--- src/pwn_map.svh ---
// Purpose: Register offsets, reset values and field sizes of the pad waveform and notify block
// Assumes: Byte-wide registers at 16-bit addresses on the device register port
// Notes: Pulled in by the top module only
`ifndef PWN_MAP_SVH
`define PWN_MAP_SVH

// ----------------------------------------------------------------
// Register offsets
// ----------------------------------------------------------------
`define PWN_A_SUB_BASE 16'h1080
`define PWN_A_SUB_LAST 16'h10a7
`define PWN_A_CNT_LO_BASE 16'h1078
`define PWN_A_CNT_PAD6 16'h10af
`define PWN_A_CNT_PAD7 16'h10ae
`define PWN_A_PAIR_EN 16'h10b0
`define PWN_A_DIV_CFG 16'h10b2
`define PWN_A_DIV_PICK 16'h10b3
`define PWN_A_FRAME_GATE 16'h10b4
`define PWN_A_HALT 16'h10b5
`define PWN_A_PAUSE 16'h10b6
`define PWN_A_SRC_PICK 16'h10b8
`define PWN_A_POL_HI 16'h10b9
`define PWN_A_POL_LO 16'h10ba
`define PWN_A_BLK_HI 16'h10bb
`define PWN_A_BLK_LO 16'h10bc
`define PWN_A_FLASH_GATE 16'h10bd
`define PWN_A_FLAGS_HI 16'h10be
`define PWN_A_FLAGS_LO 16'h10bf

// ----------------------------------------------------------------
// Reset values and sizes
// ----------------------------------------------------------------
`define PWN_RST_BYTE 8'h00
`define PWN_RST_BLK_HI 4'hf
`define PWN_RST_BLK_LO 8'hff
`define PWN_SUBS_PER_PAD 6'd5
`define PWN_LAST_SUB 3'd4
`define PWN_SUB_WORDS 40
`define PWN_PRE_W 16

`endif

--- src/pwn_pkg.sv ---
// Purpose: Types shared by the pad waveform and notify block
// Assumes: Nothing beyond SystemVerilog packages
// Notes: Offsets and counts live in pwn_map.svh
package pwn_pkg;
    typedef enum logic [1:0] {PWN_IDLE, PWN_LOAD, PWN_RUN, PWN_DONE} pwn_state_e;
    typedef logic [7:0] pwn_byte_t;
endpackage

--- src/pwn_top.sv ---
// Purpose: Pad waveform generator control and pad event notification
// Assumes: Pad and trigger inputs already synchronous to ref_clk
// Notes: Register reads answer two cycles after the strobe
`timescale 1ns/1ns
`default_nettype none
`include "pwn_map.svh"

module pwn_top (
    input wire logic ref_clk,
    input wire logic reset,
    input wire logic [15:0] reg_addr,
    input wire logic reg_wr,
    input wire logic reg_rd,
    input wire pwn_pkg::pwn_byte_t reg_wdata,
    output pwn_pkg::pwn_byte_t reg_rdata,
    output logic reg_rvalid,
    input wire logic [11:0] pad_in,
    input wire logic frame_valid,
    input wire logic flash_strobe,
    output logic [7:0] wave_out,
    output logic [7:0] wave_oe,
    output logic wake_req
);
    import pwn_pkg::*;

    // ----------------------------------------------------------------
    // Helpers
    // ----------------------------------------------------------------
    function automatic logic div_tick(input logic [15:0] pre, input logic [3:0] d);
        logic ok;
        ok = 1'b1;
        for (int i = 0; i < 16; i++) begin
            if (i <= int'(d) && !pre[i]) begin
                ok = 1'b0;
            end
        end
        return ok;
    endfunction

    function automatic logic [5:0] sub_index(input logic [2:0] pad, input logic [2:0] sub);
        return 6'(6'(pad) * `PWN_SUBS_PER_PAD + 6'(sub));
    endfunction

    function automatic logic is_cnt_addr(input logic [15:0] a, input int pad);
        if (pad == 6) begin
            return a == `PWN_A_CNT_PAD6;
        end else if (pad == 7) begin
            return a == `PWN_A_CNT_PAD7;
        end
        return a == 16'(`PWN_A_CNT_LO_BASE + 16'(pad));
    endfunction

    // ----------------------------------------------------------------
    // Register file
    // ----------------------------------------------------------------
    logic [3:0] pair_en_r;
    logic [7:0] div_cfg_r, div_pick_r, frame_gate_r, halt_r, pause_r, src_pick_r;
    logic [7:0] pol_lo_r, blk_lo_r, flash_gate_r, flags_lo_r;
    logic [3:0] pol_hi_r, blk_hi_r, flags_hi_r;
    logic [7:0] per_cfg_r [0:7];
    logic [7:0] per_left_r [0:7];
    logic [7:0] cnt_wr;
    logic sub_wr, sub_rd;

    always_comb begin
        for (int p = 0; p < 8; p++) begin
            cnt_wr[p] = reg_wr && is_cnt_addr(reg_addr, p);
        end
    end
    assign sub_wr = reg_wr && reg_addr >= `PWN_A_SUB_BASE && reg_addr <= `PWN_A_SUB_LAST;
    assign sub_rd = reg_addr >= `PWN_A_SUB_BASE && reg_addr <= `PWN_A_SUB_LAST;

    always_ff @(posedge ref_clk) begin
        if (reset) begin
            pair_en_r <= 4'h0;
            div_cfg_r <= `PWN_RST_BYTE;
            div_pick_r <= `PWN_RST_BYTE;
            frame_gate_r <= `PWN_RST_BYTE;
            halt_r <= `PWN_RST_BYTE;
            pause_r <= `PWN_RST_BYTE;
            src_pick_r <= `PWN_RST_BYTE;
            pol_lo_r <= `PWN_RST_BYTE;
            pol_hi_r <= 4'h0;
            blk_lo_r <= `PWN_RST_BLK_LO;
            blk_hi_r <= `PWN_RST_BLK_HI;
            flash_gate_r <= `PWN_RST_BYTE;
        end else if (reg_wr) begin
            case (reg_addr)
                `PWN_A_PAIR_EN: pair_en_r <= reg_wdata[3:0];
                `PWN_A_DIV_CFG: div_cfg_r <= reg_wdata;
                `PWN_A_DIV_PICK: div_pick_r <= reg_wdata;
                `PWN_A_FRAME_GATE: frame_gate_r <= reg_wdata;
                `PWN_A_HALT: halt_r <= reg_wdata;
                `PWN_A_PAUSE: pause_r <= reg_wdata;
                `PWN_A_SRC_PICK: src_pick_r <= reg_wdata;
                `PWN_A_POL_LO: pol_lo_r <= reg_wdata;
                `PWN_A_POL_HI: pol_hi_r <= reg_wdata[3:0];
                `PWN_A_BLK_LO: blk_lo_r <= reg_wdata;
                `PWN_A_BLK_HI: blk_hi_r <= reg_wdata[3:0];
                `PWN_A_FLASH_GATE: flash_gate_r <= reg_wdata;
                default: ;
            endcase
        end
    end

    always_ff @(posedge ref_clk) begin
        for (int p = 0; p < 8; p++) begin
            if (reset) begin
                per_cfg_r[p] <= `PWN_RST_BYTE;
            end else if (cnt_wr[p]) begin
                per_cfg_r[p] <= reg_wdata;
            end
        end
    end

    // ----------------------------------------------------------------
    // Subperiod store and scanner
    // ----------------------------------------------------------------
    // One shared read port serves all pads in turn; a subperiod load
    // costs up to nine cycles, a price paid to keep the store small.
    logic [2:0] scan_r, scan_q_r, scan_idx_q_r;
    logic [2:0] idx_r [0:7];
    logic [7:0] mem_a_data, mem_b_data;

    always_ff @(posedge ref_clk) begin
        if (reset) begin
            scan_r <= 3'd0;
            scan_q_r <= 3'd0;
            scan_idx_q_r <= 3'd0;
        end else begin
            scan_r <= scan_r + 3'd1;
            scan_q_r <= scan_r;
            scan_idx_q_r <= idx_r[scan_r];
        end
    end

    pwn_sub_mem u_sub_mem (
        .ref_clk(ref_clk),
        .reset(reset),
        .wr_en(sub_wr),
        .wr_addr(6'(reg_addr - `PWN_A_SUB_BASE)),
        .wr_data(reg_wdata),
        .rd_a_addr(6'(reg_addr - `PWN_A_SUB_BASE)),
        .rd_a_data(mem_a_data),
        .rd_b_addr(sub_index(scan_r, idx_r[scan_r])),
        .rd_b_data(mem_b_data)
    );

    // ----------------------------------------------------------------
    // Dividers and start triggers
    // ----------------------------------------------------------------
    logic [15:0] pre_r;
    logic tick1, tick2, frame_q_r, flash_q_r, frame_fall, flash_rise;
    logic [7:0] pause_q_r, tick_sel, gated, trig, run_ok, hit, adv;
    pwn_state_e st_r [0:7];
    logic [7:0] cnt_r [0:7];
    logic [7:0] fin_r;

    always_ff @(posedge ref_clk) begin
        if (reset) begin
            pre_r <= 16'h0000;
            pause_q_r <= 8'h00;
        end else begin
            pre_r <= pre_r + 16'h0001;
            pause_q_r <= pause_r;
        end
        // Trigger history follows the pins through reset, so release brings no false edge
        frame_q_r <= frame_valid;
        flash_q_r <= flash_strobe;
    end

    assign tick1 = div_tick(pre_r, div_cfg_r[3:0]);
    assign tick2 = div_tick(pre_r, div_cfg_r[7:4]);
    assign frame_fall = frame_q_r && !frame_valid;
    assign flash_rise = flash_strobe && !flash_q_r;

    always_comb begin
        for (int p = 0; p < 8; p++) begin
            tick_sel[p] = div_pick_r[p] ? tick2 : tick1;
            gated[p] = frame_gate_r[p] || flash_gate_r[p];
            run_ok[p] = pair_en_r[p / 2] && !halt_r[p];
            // Gated pads start only on an edge; ungated ones from idle, or on unpause when done
            trig[p] = gated[p] ? ((frame_gate_r[p] && frame_fall) || (flash_gate_r[p] && flash_rise))
                               : (st_r[p] == PWN_IDLE || (st_r[p] == PWN_DONE && pause_q_r[p]));
            hit[p] = st_r[p] == PWN_LOAD && scan_q_r == 3'(p) && scan_idx_q_r == idx_r[p];
            adv[p] = (hit[p] && mem_b_data == 8'h00) || (st_r[p] == PWN_RUN && tick_sel[p] && cnt_r[p] == 8'd1);
        end
    end

    // ----------------------------------------------------------------
    // Per-pad waveform sequencer
    // ----------------------------------------------------------------
    always_ff @(posedge ref_clk) begin
        for (int p = 0; p < 8; p++) begin
            fin_r[p] <= 1'b0;
            if (reset) begin
                st_r[p] <= PWN_IDLE;
                idx_r[p] <= 3'd0;
                cnt_r[p] <= 8'h00;
                per_left_r[p] <= 8'h00;
                wave_out[p] <= 1'b0;
            end else if (!run_ok[p]) begin
                st_r[p] <= PWN_IDLE;
                idx_r[p] <= 3'd0;
                cnt_r[p] <= 8'h00;
                per_left_r[p] <= per_cfg_r[p];
                wave_out[p] <= 1'b0;
            end else if (cnt_wr[p]) begin
                per_left_r[p] <= reg_wdata;
            end else if (!pause_r[p] && trig[p]) begin
                st_r[p] <= PWN_LOAD;
                idx_r[p] <= 3'd0;
                cnt_r[p] <= 8'h00;
                per_left_r[p] <= per_cfg_r[p];
                wave_out[p] <= 1'b0;
            end else if (!pause_r[p]) begin
                if (adv[p]) begin
                    if (idx_r[p] != `PWN_LAST_SUB) begin
                        idx_r[p] <= idx_r[p] + 3'd1;
                        st_r[p] <= PWN_LOAD;
                    end else if (per_cfg_r[p] != 8'h00 && per_left_r[p] <= 8'd1) begin
                        st_r[p] <= PWN_DONE;
                        per_left_r[p] <= 8'h00;
                        wave_out[p] <= 1'b0;
                        fin_r[p] <= 1'b1;
                    end else begin
                        if (per_cfg_r[p] != 8'h00) begin
                            per_left_r[p] <= per_left_r[p] - 8'd1;
                        end
                        idx_r[p] <= 3'd0;
                        st_r[p] <= PWN_LOAD;
                    end
                end else if (hit[p]) begin
                    cnt_r[p] <= mem_b_data;
                    wave_out[p] <= !idx_r[p][0];
                    st_r[p] <= PWN_RUN;
                end else if (st_r[p] == PWN_RUN && tick_sel[p]) begin
                    cnt_r[p] <= cnt_r[p] - 8'd1;
                end
            end
        end
    end

    always_ff @(posedge ref_clk) begin
        for (int p = 0; p < 8; p++) begin
            wave_oe[p] <= !reset && run_ok[p];
        end
    end

    // ----------------------------------------------------------------
    // Notification and wake-up
    // ----------------------------------------------------------------
    logic [11:0] pad_q_r, ev, pol;
    logic [7:0] clr_lo;
    logic [3:0] clr_hi;

    assign pol = {pol_hi_r, pol_lo_r};
    always_comb begin
        for (int p = 0; p < 12; p++) begin
            ev[p] = pol[p] ? (pad_in[p] && !pad_q_r[p]) : (!pad_in[p] && pad_q_r[p]);
            if (p < 8 && src_pick_r[p % 8]) begin
                ev[p] = fin_r[p % 8];
            end
        end
    end
    assign clr_lo = (reg_wr && reg_addr == `PWN_A_FLAGS_LO) ? reg_wdata : 8'h00;
    assign clr_hi = (reg_wr && reg_addr == `PWN_A_FLAGS_HI) ? reg_wdata[3:0] : 4'h0;

    always_ff @(posedge ref_clk) begin
        // Pad history follows the pins through reset, so release brings no false edge
        pad_q_r <= pad_in;
        if (reset) begin
            flags_lo_r <= 8'h00;
            flags_hi_r <= 4'h0;
            wake_req <= 1'b0;
        end else begin
            // A new event beats a clear in the same cycle
            flags_lo_r <= (flags_lo_r & ~clr_lo) | ev[7:0];
            flags_hi_r <= (flags_hi_r & ~clr_hi) | ev[11:8];
            wake_req <= |({flags_hi_r, flags_lo_r} & ~{blk_hi_r, blk_lo_r});
        end
    end

    // ----------------------------------------------------------------
    // Read path
    // ----------------------------------------------------------------
    logic [7:0] rd_mux, hold_r;
    logic rd_q_r, mem_sel_q_r;

    always_comb begin
        rd_mux = 8'h00;
        case (reg_addr)
            `PWN_A_PAIR_EN: rd_mux = {4'h0, pair_en_r};
            `PWN_A_DIV_CFG: rd_mux = div_cfg_r;
            `PWN_A_DIV_PICK: rd_mux = div_pick_r;
            `PWN_A_FRAME_GATE: rd_mux = frame_gate_r;
            `PWN_A_HALT: rd_mux = halt_r;
            `PWN_A_PAUSE: rd_mux = pause_r;
            `PWN_A_SRC_PICK: rd_mux = src_pick_r;
            `PWN_A_POL_LO: rd_mux = pol_lo_r;
            `PWN_A_POL_HI: rd_mux = {4'h0, pol_hi_r};
            `PWN_A_BLK_LO: rd_mux = blk_lo_r;
            `PWN_A_BLK_HI: rd_mux = {4'h0, blk_hi_r};
            `PWN_A_FLASH_GATE: rd_mux = flash_gate_r;
            `PWN_A_FLAGS_LO: rd_mux = flags_lo_r;
            `PWN_A_FLAGS_HI: rd_mux = {4'h0, flags_hi_r};
            default: ;
        endcase
        for (int p = 0; p < 8; p++) begin
            if (is_cnt_addr(reg_addr, p)) begin
                rd_mux = per_left_r[p];
            end
        end
    end

    always_ff @(posedge ref_clk) begin
        if (reset) begin
            hold_r <= 8'h00;
            rd_q_r <= 1'b0;
            mem_sel_q_r <= 1'b0;
            reg_rdata <= 8'h00;
            reg_rvalid <= 1'b0;
        end else begin
            hold_r <= rd_mux;
            rd_q_r <= reg_rd;
            mem_sel_q_r <= sub_rd;
            reg_rdata <= rd_q_r ? (mem_sel_q_r ? mem_a_data : hold_r) : 8'h00;
            reg_rvalid <= rd_q_r;
        end
    end

    // ----------------------------------------------------------------
    // Assertions
    // ----------------------------------------------------------------
    property p_div_one_period;
        @(posedge ref_clk) disable iff (reset)
        (tick1 && $stable(div_cfg_r)) |=> !tick1;
    endproperty
    a_div_one_period: assert property (p_div_one_period) else $error("divider one ticked twice in a row");

    property p_div_two_nibble;
        @(posedge ref_clk) disable iff (reset)
        (div_cfg_r[7:4] == 4'h0) |-> (tick2 == pre_r[0]);
    endproperty
    a_div_two_nibble: assert property (p_div_two_nibble) else $error("divider two ignores high nibble");

    property p_pick_count;
        @(posedge ref_clk) disable iff (reset)
        (st_r[0] == PWN_RUN && run_ok[0] && !pause_r[0] && !trig[0] && !cnt_wr[0] && cnt_r[0] > 8'd1
         && (div_pick_r[0] ? tick2 : tick1)) |=> (cnt_r[0] == $past(cnt_r[0]) - 8'd1);
    endproperty
    a_pick_count: assert property (p_pick_count) else $error("pad 0 did not count on picked divider");

    property p_frame_start;
        @(posedge ref_clk) disable iff (reset)
        (frame_gate_r[0] && frame_fall && !pause_r[0] && run_ok[0] && !cnt_wr[0]) |=> (st_r[0] == PWN_LOAD && idx_r[0] == 3'd0);
    endproperty
    a_frame_start: assert property (p_frame_start) else $error("frame edge did not restart pad 0");

    property p_flash_start;
        @(posedge ref_clk) disable iff (reset)
        (flash_gate_r[0] && flash_rise && !pause_r[0] && run_ok[0] && !cnt_wr[0]) |=> (st_r[0] == PWN_LOAD && idx_r[0] == 3'd0);
    endproperty
    a_flash_start: assert property (p_flash_start) else $error("flash edge did not restart pad 0");

    property p_halt_stops;
        @(posedge ref_clk) disable iff (reset)
        halt_r[0] |=> (st_r[0] == PWN_IDLE && cnt_r[0] == 8'h00 && !wave_out[0] && !wave_oe[0]);
    endproperty
    a_halt_stops: assert property (p_halt_stops) else $error("halt did not stop pad 0");

    property p_pause_freezes;
        @(posedge ref_clk) disable iff (reset)
        (pause_r[0] && run_ok[0]) |=> ($stable(cnt_r[0]) && $stable(idx_r[0]));
    endproperty
    a_pause_freezes: assert property (p_pause_freezes) else $error("paused pad 0 moved");

    property p_finish_flag;
        @(posedge ref_clk) disable iff (reset)
        (fin_r[0] && src_pick_r[0]) |=> flags_lo_r[0];
    endproperty
    a_finish_flag: assert property (p_finish_flag) else $error("finish did not set flag 0");

    property p_edge_flag_hi;
        @(posedge ref_clk) disable iff (reset)
        (pol_hi_r[0] && pad_in[8] && !pad_q_r[8]) |=> flags_hi_r[0];
    endproperty
    a_edge_flag_hi: assert property (p_edge_flag_hi) else $error("rising edge on pad 8 missed");

    property p_flag_sticky;
        @(posedge ref_clk) disable iff (reset)
        (flags_lo_r[0] && !clr_lo[0]) |=> flags_lo_r[0];
    endproperty
    a_flag_sticky: assert property (p_flag_sticky) else $error("flag 0 dropped without a clear");

    property p_wake;
        @(posedge ref_clk) disable iff (reset)
        (|({flags_hi_r, flags_lo_r} & ~{blk_hi_r, blk_lo_r})) |=> wake_req;
    endproperty
    a_wake: assert property (p_wake) else $error("unblocked flag did not wake");

    property p_wake_blocked;
        @(posedge ref_clk) disable iff (reset)
        (({flags_hi_r, flags_lo_r} & ~{blk_hi_r, blk_lo_r}) == 12'h000) |=> !wake_req;
    endproperty
    a_wake_blocked: assert property (p_wake_blocked) else $error("wake without unblocked flag");
endmodule
`default_nettype wire

--- src/pwn_sub_mem.sv ---
// Purpose: Subperiod setting store, one write port and two registered read ports
// Assumes: Synchronous active-high reset clears every word
// Notes: Port a serves register reads, port b the waveform scanner
`timescale 1ns/1ns
`default_nettype none
module pwn_sub_mem (
    input wire logic ref_clk,
    input wire logic reset,
    input wire logic wr_en,
    input wire logic [5:0] wr_addr,
    input wire logic [7:0] wr_data,
    input wire logic [5:0] rd_a_addr,
    output logic [7:0] rd_a_data,
    input wire logic [5:0] rd_b_addr,
    output logic [7:0] rd_b_data
);
    logic [7:0] mem_r [0:39];

    always_ff @(posedge ref_clk) begin
        if (reset) begin
            for (int i = 0; i < 40; i++) begin
                mem_r[i] <= 8'h00;
            end
        end else if (wr_en && wr_addr < 6'd40) begin
            mem_r[wr_addr] <= wr_data;
        end
    end

    always_ff @(posedge ref_clk) begin
        if (reset) begin
            rd_a_data <= 8'h00;
            rd_b_data <= 8'h00;
        end else begin
            rd_a_data <= (rd_a_addr < 6'd40) ? mem_r[rd_a_addr] : 8'h00;
            rd_b_data <= (rd_b_addr < 6'd40) ? mem_r[rd_b_addr] : 8'h00;
        end
    end
endmodule
`default_nettype wire

--- config.mk ---
export PLATFORM = sky130hd
export DESIGN_NAME = pwn_top
export DESIGN_NICKNAME = d
export VERILOG_FILES = /design/src/pwn_pkg.sv /design/src/pwn_top.sv /design/src/pwn_sub_mem.sv
export VERILOG_INCLUDE_DIRS = /design/src
export SDC_FILE = /design/constraint.sdc
export NUM_CORES = 2
export LEC_CHECK = 0
export ABC_CLOCK_PERIOD_IN_PS = 9100
export BUFFER_PORTS_ARGS = -buffer_cell sky130_fd_sc_hd__buf_2
export CORE_ASPECT_RATIO = 1.25
export CORE_MARGIN = 2
export CORE_UTILIZATION = 30
export DETAILED_ROUTE_END_ITERATION = 12
export GPL_ROUTABILITY_DRIVEN = 1
export SLEW_MARGIN = 5
export SYNTH_ARGS = -nofsm -noshare
export SYNTH_HDL_FRONTEND = slang
export SYNTH_SLANG_ARGS = --single-unit
--- constraint.sdc ---
create_clock -name ref_clk -period 9.1 [get_ports ref_clk]
set_input_delay 0.455 -clock ref_clk [delete_from_list [all_inputs] [get_ports ref_clk]]
set_output_delay 0.455 -clock ref_clk [all_outputs]
set_load 0.05 [all_outputs]
### After elaboration in Yosys (flattened, before gate mapping)

Memories as Yosys holds them, arrays and structs flattened. A register that Yosys moved wholly into a read port is not among the register bits.
Index checks and enable logic that the tools add are counted.
W data, S select, Z words.

* memories: 6
* output and inout port bits: 26
* register bits after elaboration: 187
* word-level logic and storage cells: 1558
* memory bits (writable): 552
* input port bits: 42

* add/subtract/negate cells: 28
* multiply operators: 1
* multiplexer cells: 832
* reductions and logical operators: 323
* order comparisons: 42
* bitwise logic cells: 187
* equality and inequality tests: 101

Memory list
* u_sub_mem.mem_r: depth 40, width 8, rd ports 2, clocked after Yosys merged registers in 2, wr ports 40, RTL line pwn_sub_mem.sv:17 `logic [7:0] mem_r [0:39];`
* cnt_r: depth 8, width 8, rd ports 8, clocked after Yosys merged registers in 0, wr ports 8, RTL line pwn_top.sv:156 `logic [7:0] cnt_r [0:7];`
* per_cfg_r: depth 8, width 8, rd ports 8, clocked after Yosys merged registers in 0, wr ports 8, RTL line pwn_top.sv:60 `logic [7:0] per_cfg_r [0:7];`
* per_left_r: depth 8, width 8, rd ports 8, clocked after Yosys merged registers in 0, wr ports 8, RTL line pwn_top.sv:61 `logic [7:0] per_left_r [0:7];`
* idx_r: depth 8, width 3, rd ports 9, clocked after Yosys merged registers in 1, wr ports 8, RTL line pwn_top.sv:122 `logic [2:0] idx_r [0:7];`
* st_r: depth 8, width 2, rd ports 8, clocked after Yosys merged registers in 0, wr ports 8, RTL line pwn_top.sv:155 `pwn_state_e st_r [0:7];`

Operator list (count)
* $mux W8: 91
* $mux W1: 657
* $eq A16 B13 Y1 const B: 22
* $logic_and A1 B1 Y1: 166
* $or A1 B1 Y1: 160
* $sub A8 B1 Y8 const B: 16
* $pmux W8 S14: 1
* $mux W3: 33
* $mux W2: 48
* $logic_not A1 Y1: 66
* $eq A8 B1 Y1 const B: 8
* $le A4 B4 Y1 const A: 16
* $le A8 B1 Y1 const B: 8
* $reduce_bool A8 Y1: 8
* $ne A3 B3 Y1 const B: 16
* $reduce_and A5 Y1: 8
* $eq A2 B2 Y1 const B: 16
* $le A3 B4 Y1 const A: 8
* $logic_or A1 B1 Y1: 32
* $add A3 B1 Y3 const B: 9
* $eq A3 B3 Y1: 8
* $ne A3 B1 Y1 const B: 8
* $reduce_and A2 Y1: 12
* $reduce_bool A3 Y1: 8
* other kinds (31): 89

### Logic depth before layout (Yosys ltp)

* depth in word-level cells: 32
* mapped depth: 13
* depth with buffers taken out: 11

### By module

From an unflattened synthesis, not the netlist that was laid out.

* cell total of the unflattened synthesis: 3880
* area total of the unflattened synthesis: 43475.4 µm²

Modules (own cells, without submodules)
* pwn_top: cells each 2518, seq. area each 10710.3 µm², times used 1, area each 23100.9 µm²
* pwn_sub_mem: cells each 1362, seq. area each 11611.1 µm², times used 1, area each 20374.5 µm²

### Worst setup path after synthesis

No wires, ideal clock.

* kind: register to register
* start: register scan_r[0]
* end: register u_sub_mem.rd_b_data[2] (read register of u_sub_mem.mem_r)
* setup time: 0.133 ns
* stages on the path, launching flop included: 14
* arrival time: 4.059 ns
* setup slack: 4.909 ns
* clock period less this slack: 4.191 ns
* required time: 8.967 ns
* cell sequence: dfxtp_1 clkbuf_1 mux4_2 nand2_1 o21ai_0 ha_1 ha_1 inv_1 fa_1 buf_1 clkbuf_1 mux4_2 mux2i_1 o22ai_1

* cells in the longest elaborated chain, start to end: 5

RTL lines
* start, declared: RTL line pwn_top.sv:121 `logic [2:0] scan_r, scan_q_r, scan_idx_q_r;`
* start signal, assigned: RTL line pwn_top.sv:131 `scan_r <= scan_r + 3'd1;`
* $mul A3 B3 Y6 (no line) (*)
* $add A6 B3 Y6 (*): RTL line pwn_top.sv:41 `` return 6'(6'(pad) * `PWN_SUBS_PER_PAD + 6'(sub)); ``
* $lt A6 B6 Y1: RTL line pwn_sub_mem.sv:35 `rd_b_data <= (rd_b_addr < 6'd40) ? mem_r[rd_b_addr] : 8'h00;`
* $not A1 Y1 (no line)
* $reduce_or A2 Y1 (no line)
* end, declared: RTL line pwn_sub_mem.sv:15 `output logic [7:0] rd_b_data`

Every way passes the cells marked *; elsewhere a longest branch is shown, timed or not.
A chain may end at the register's enable or synchronous reset.

### Worst setup path after layout

* start: register scan_r[0]
* end: register u_sub_mem.rd_b_data[7] (read register of u_sub_mem.mem_r)

The elaborated chain is that of the path after synthesis.

==> impl_metrics.env <==
export IMPL_fp_dieW_um=343
export IMPL_io_pins=68
export IMPL_drtPass1Iterations=6
export IMPL_hold_buffers=15
export IMPL_crit_arrival_ns=5.43
export IMPL_fin_nets=3894
export IMPL_syn_area_um2=43200
export IMPL_post_route_util_pct=34.5
export IMPL_post_drt_via_cell_ratio=5.74
export IMPL_pre_cts_slack_ns=4.19
export IMPL_p_leak_uw=0.0179
export IMPL_fin_crit_ns=4.88
export IMPL_status="finished, final reports clean"
export IMPL_dpl_hpwl_um=107000
export IMPL_grt_overflow_total=0
export IMPL_yosysWarnings=0
export IMPL_drtIter0Drc=4015
export IMPL_dp_cells=5570
export IMPL_clk_pin_slew_ns=0.07
export IMPL_final_area_um2=49200
export IMPL_cp_endpoint="u_sub_mem.rd_b_data[7]$_SDFF_PP0_"
export IMPL_fp_row_count=155
export IMPL_io_buffers=67
export IMPL_nFillCells=14200
export IMPL_cp_start_kind="register"
export IMPL_grt_setup_unrepaired="no"
export IMPL_routedWlPerCell_um=26.1
export IMPL_ys_seq_elements=819
export IMPL_post_cts_setup_buffers=0
export IMPL_clockBufferDepth=3
export IMPL_wl_um=150000
export IMPL_regToRegSetupSlack_ns=4.22
export IMPL_fin_cells=5755
export IMPL_slew_headroom_pct=11.4
export IMPL_syn_inst=3744
export IMPL_fin_setup_tns_ns=0
export IMPL_worst_ir_drop_vdd_mv=0.154
export IMPL_cp_required_ns=9.65
export IMPL_pwr_density_cell_nw_per_um2=182
export IMPL_grt_pass1_vias=31900
export IMPL_timing_final_max_slew_violations=0
export IMPL_coreArea_um2=143000
export IMPL_synth_edf_count=616
export IMPL_fin_skew_ns=0.0393
export IMPL_grt_pass1_wl_um=217000
export IMPL_cts_resized=0
export IMPL_root_buffer="clkbuf_16"
export IMPL_placed_area_um2=46000
export IMPL_dominantRegCellSynth="edfxtp_1"
export IMPL_worstMarginPinSlew_ns=1.32
export IMPL_clock_latency_ns=0.71
export IMPL_finalSetupViolCount=0
export IMPL_finalHoldViolCount=0
export IMPL_regArea_um2=22600
export IMPL_multi_input_area_um2=19500
export IMPL_fmax_ghz=0.205
export IMPL_seq_area_frac_synth_pct=52.3
export IMPL_critPathKind="reg -> reg"
export IMPL_min_path_type="in -> reg"
export IMPL_yosysUniqueCellTypes=84
export IMPL_cap_violations=0
export IMPL_ant_nets=0
export IMPL_async_reset_ff_share_pct=0
export IMPL_cts_buffers=89
export IMPL_layout_drive_gt1_share_pct=15.9
export IMPL_start_util_pct=30.2
export IMPL_r2r_end="u_sub_mem.rd_b_data[7]$_SDFF_PP0_"
export IMPL_area_growth_pct=14.0
export IMPL_tritoncts="yes"
export IMPL_period_share_pct=53.6
export IMPL_die_h_um=428
export IMPL_reg2reg_depth=8
export IMPL_crit_start="scan_r[0]$_SDFF_PP0_"
export IMPL_die_area_um2=147000
export IMPL_r2r_start="scan_r[0]$_SDFF_PP0_"
export IMPL_grt_usage_pct=20.0
export IMPL_grt_start_max_net_pins=97
export IMPL_cts_sinks=819
export IMPL_layout_setup_ws_ns=4.22
export IMPL_setup_worst_path_end_class="register"
export IMPL_gp_congestion=0.969
export IMPL_avgSynthCellArea_um2=11.5
export IMPL_vias=33000
export IMPL_antenna_found_initial=2
export IMPL_drc=0
export IMPL_cts_max_level=3
export IMPL_cp_max_fo=41
[synthesized netlist by cell type, drive strengths merged (48+ instances only)]
library cell | n | area [um2]
a22oi | 94 | 706
buf | 48 | 198
a21oi | 111 | 559
xor2 | 54 | 473
dfxtp | 203 | 4060
mux2i | 54 | 541
ha | 59 | 738
and2 | 85 | 532
inv | 117 | 439
nor3 | 160 | 806
nand2 | 375 | 1410
nand3 | 87 | 435
nor2 | 198 | 743
mux4 | 223 | 5020
clkbuf | 240 | 901
edfxtp | 616 | 18500
xnor2 | 84 | 736
and3 | 224 | 1400
o21ai | 161 | 806
nor4 | 78 | 522
[metal layers]
layer	global-route usage (%)	vias to the layer above	wire length, um
met4	15.2	0	13100
met2	32.1	1794	70400
met1	24.0	16500	54800
met3	3.05	435	11900
met5	0	-	0
li1	-	14300	-
[worst max-delay path, stage by stage (launching register included)]
cell and delay, ns:
dfxtp_1 0.72, mux4_2 0.60, mux2_2 0.31, ha_4 0.83
buf_4 0.74, mux4_2 0.61, mux4_2 0.54, mux2i_1 0.18
o22ai_1 0.09
[worst min path at each step]
stage	startpoint	end	slack, ns	depth (start not counted)
2_1_floorplan	hold_r[0]$_SDFF_PP0_	reg_rdata[0]$_SDFF_PP0_	0.44	2
3_3_place_gp	wave_out[2]$_SDFFE_PN0P_	wave_out[2]$_SDFFE_PN0P_	0.45	2
3_5_place_dp	wave_out[2]$_SDFFE_PN0P_	wave_out[2]$_SDFFE_PN0P_	0.45	2
4_1_cts	reg_wdata[5]	u_sub_mem.mem_r[42][5]$_DFFE_PP_	0.007	1
5_1_grt	reg_wdata[5]	u_sub_mem.mem_r[41][5]$_DFFE_PP_	0.07	1
6_report	reg_wdata[5]	u_sub_mem.mem_r[41][5]$_DFFE_PP_	0.05	1
[cells in the final DEF (no fill, tap or decap), types with 87 or more instances in the layout]
| cell type | Yosys | layout |
|---|---|---|
| buf_4 | 2 | 101 |
| a21oi_1 | 110 | 110 |
| nand3_1 | 87 | 87 |
| clkbuf_16 | 0 | 91 |
| and3_1 | 224 | 224 |
| a22oi_1 | 94 | 94 |
| o21ai_0 | 146 | 142 |
| nor3_1 | 159 | 159 |
| edfxtp_1 | 616 | 616 |
| mux4_2 | 223 | 223 |
| nor2_1 | 198 | 197 |
| dfxtp_1 | 203 | 203 |
| nand2_1 | 375 | 375 |
| inv_1 | 117 | 116 |
[cell families after synthesis]
family                   after synthesis  share of synthesized area, %
AO/OA/AOI/OAI                        602                          9.18
XOR/XNOR                             138                          2.80
adder cells (fa/ha/maj)               60                          1.76
buffers and inverters                406                          3.58
flip-flops                           819                          52.3
multiplexers                         280                          13.0
other                                  1                       0.00869
AND/OR/NAND/NOR                     1438                          17.4
[flip-flops by register name, indices dropped and copies added (netlist names), 12 cells and up]
| register | count |
|---|---|
| cnt_r | 64 |
| idx_r | 24 |
| pad_q_r | 12 |
| per_cfg_r | 64 |
| per_left_r | 64 |
| pre_r | 16 |
| st_r | 16 |
| u_sub_mem.mem_r | 384 |
[through the flow]
stage	hold WS (ns)	power [uW]
after CTS	0.00715	9010
final	0.0467	8980
after global placement	0.452	5150
after detailed placement	0.450	5160
after floorplan	0.437	4800
after global routing	0.0708	9200
[power by group]
part	internal [uW]	switching, uW	total, uW
logic	330	499	829
registers	4150	122	4270
clock network	2260	1620	3880
[final cells by class]
| class | count | share of cell area [%] |
|---|---|---|
| clock buffers | 115 | 5.05 |
| clock inverters | 50 | 1.22 |
| inverters | 117 | 0.892 |
| well taps | 1884 | 4.79 |
| flip-flops and latches | 819 | 45.8 |
| multi-input cells | 2582 | 39.6 |
| diodes | 5 | 0.0254 |
| repair buffers | 183 | 2.60 |
No activity file was read; power rests on OpenSTA's default activity.
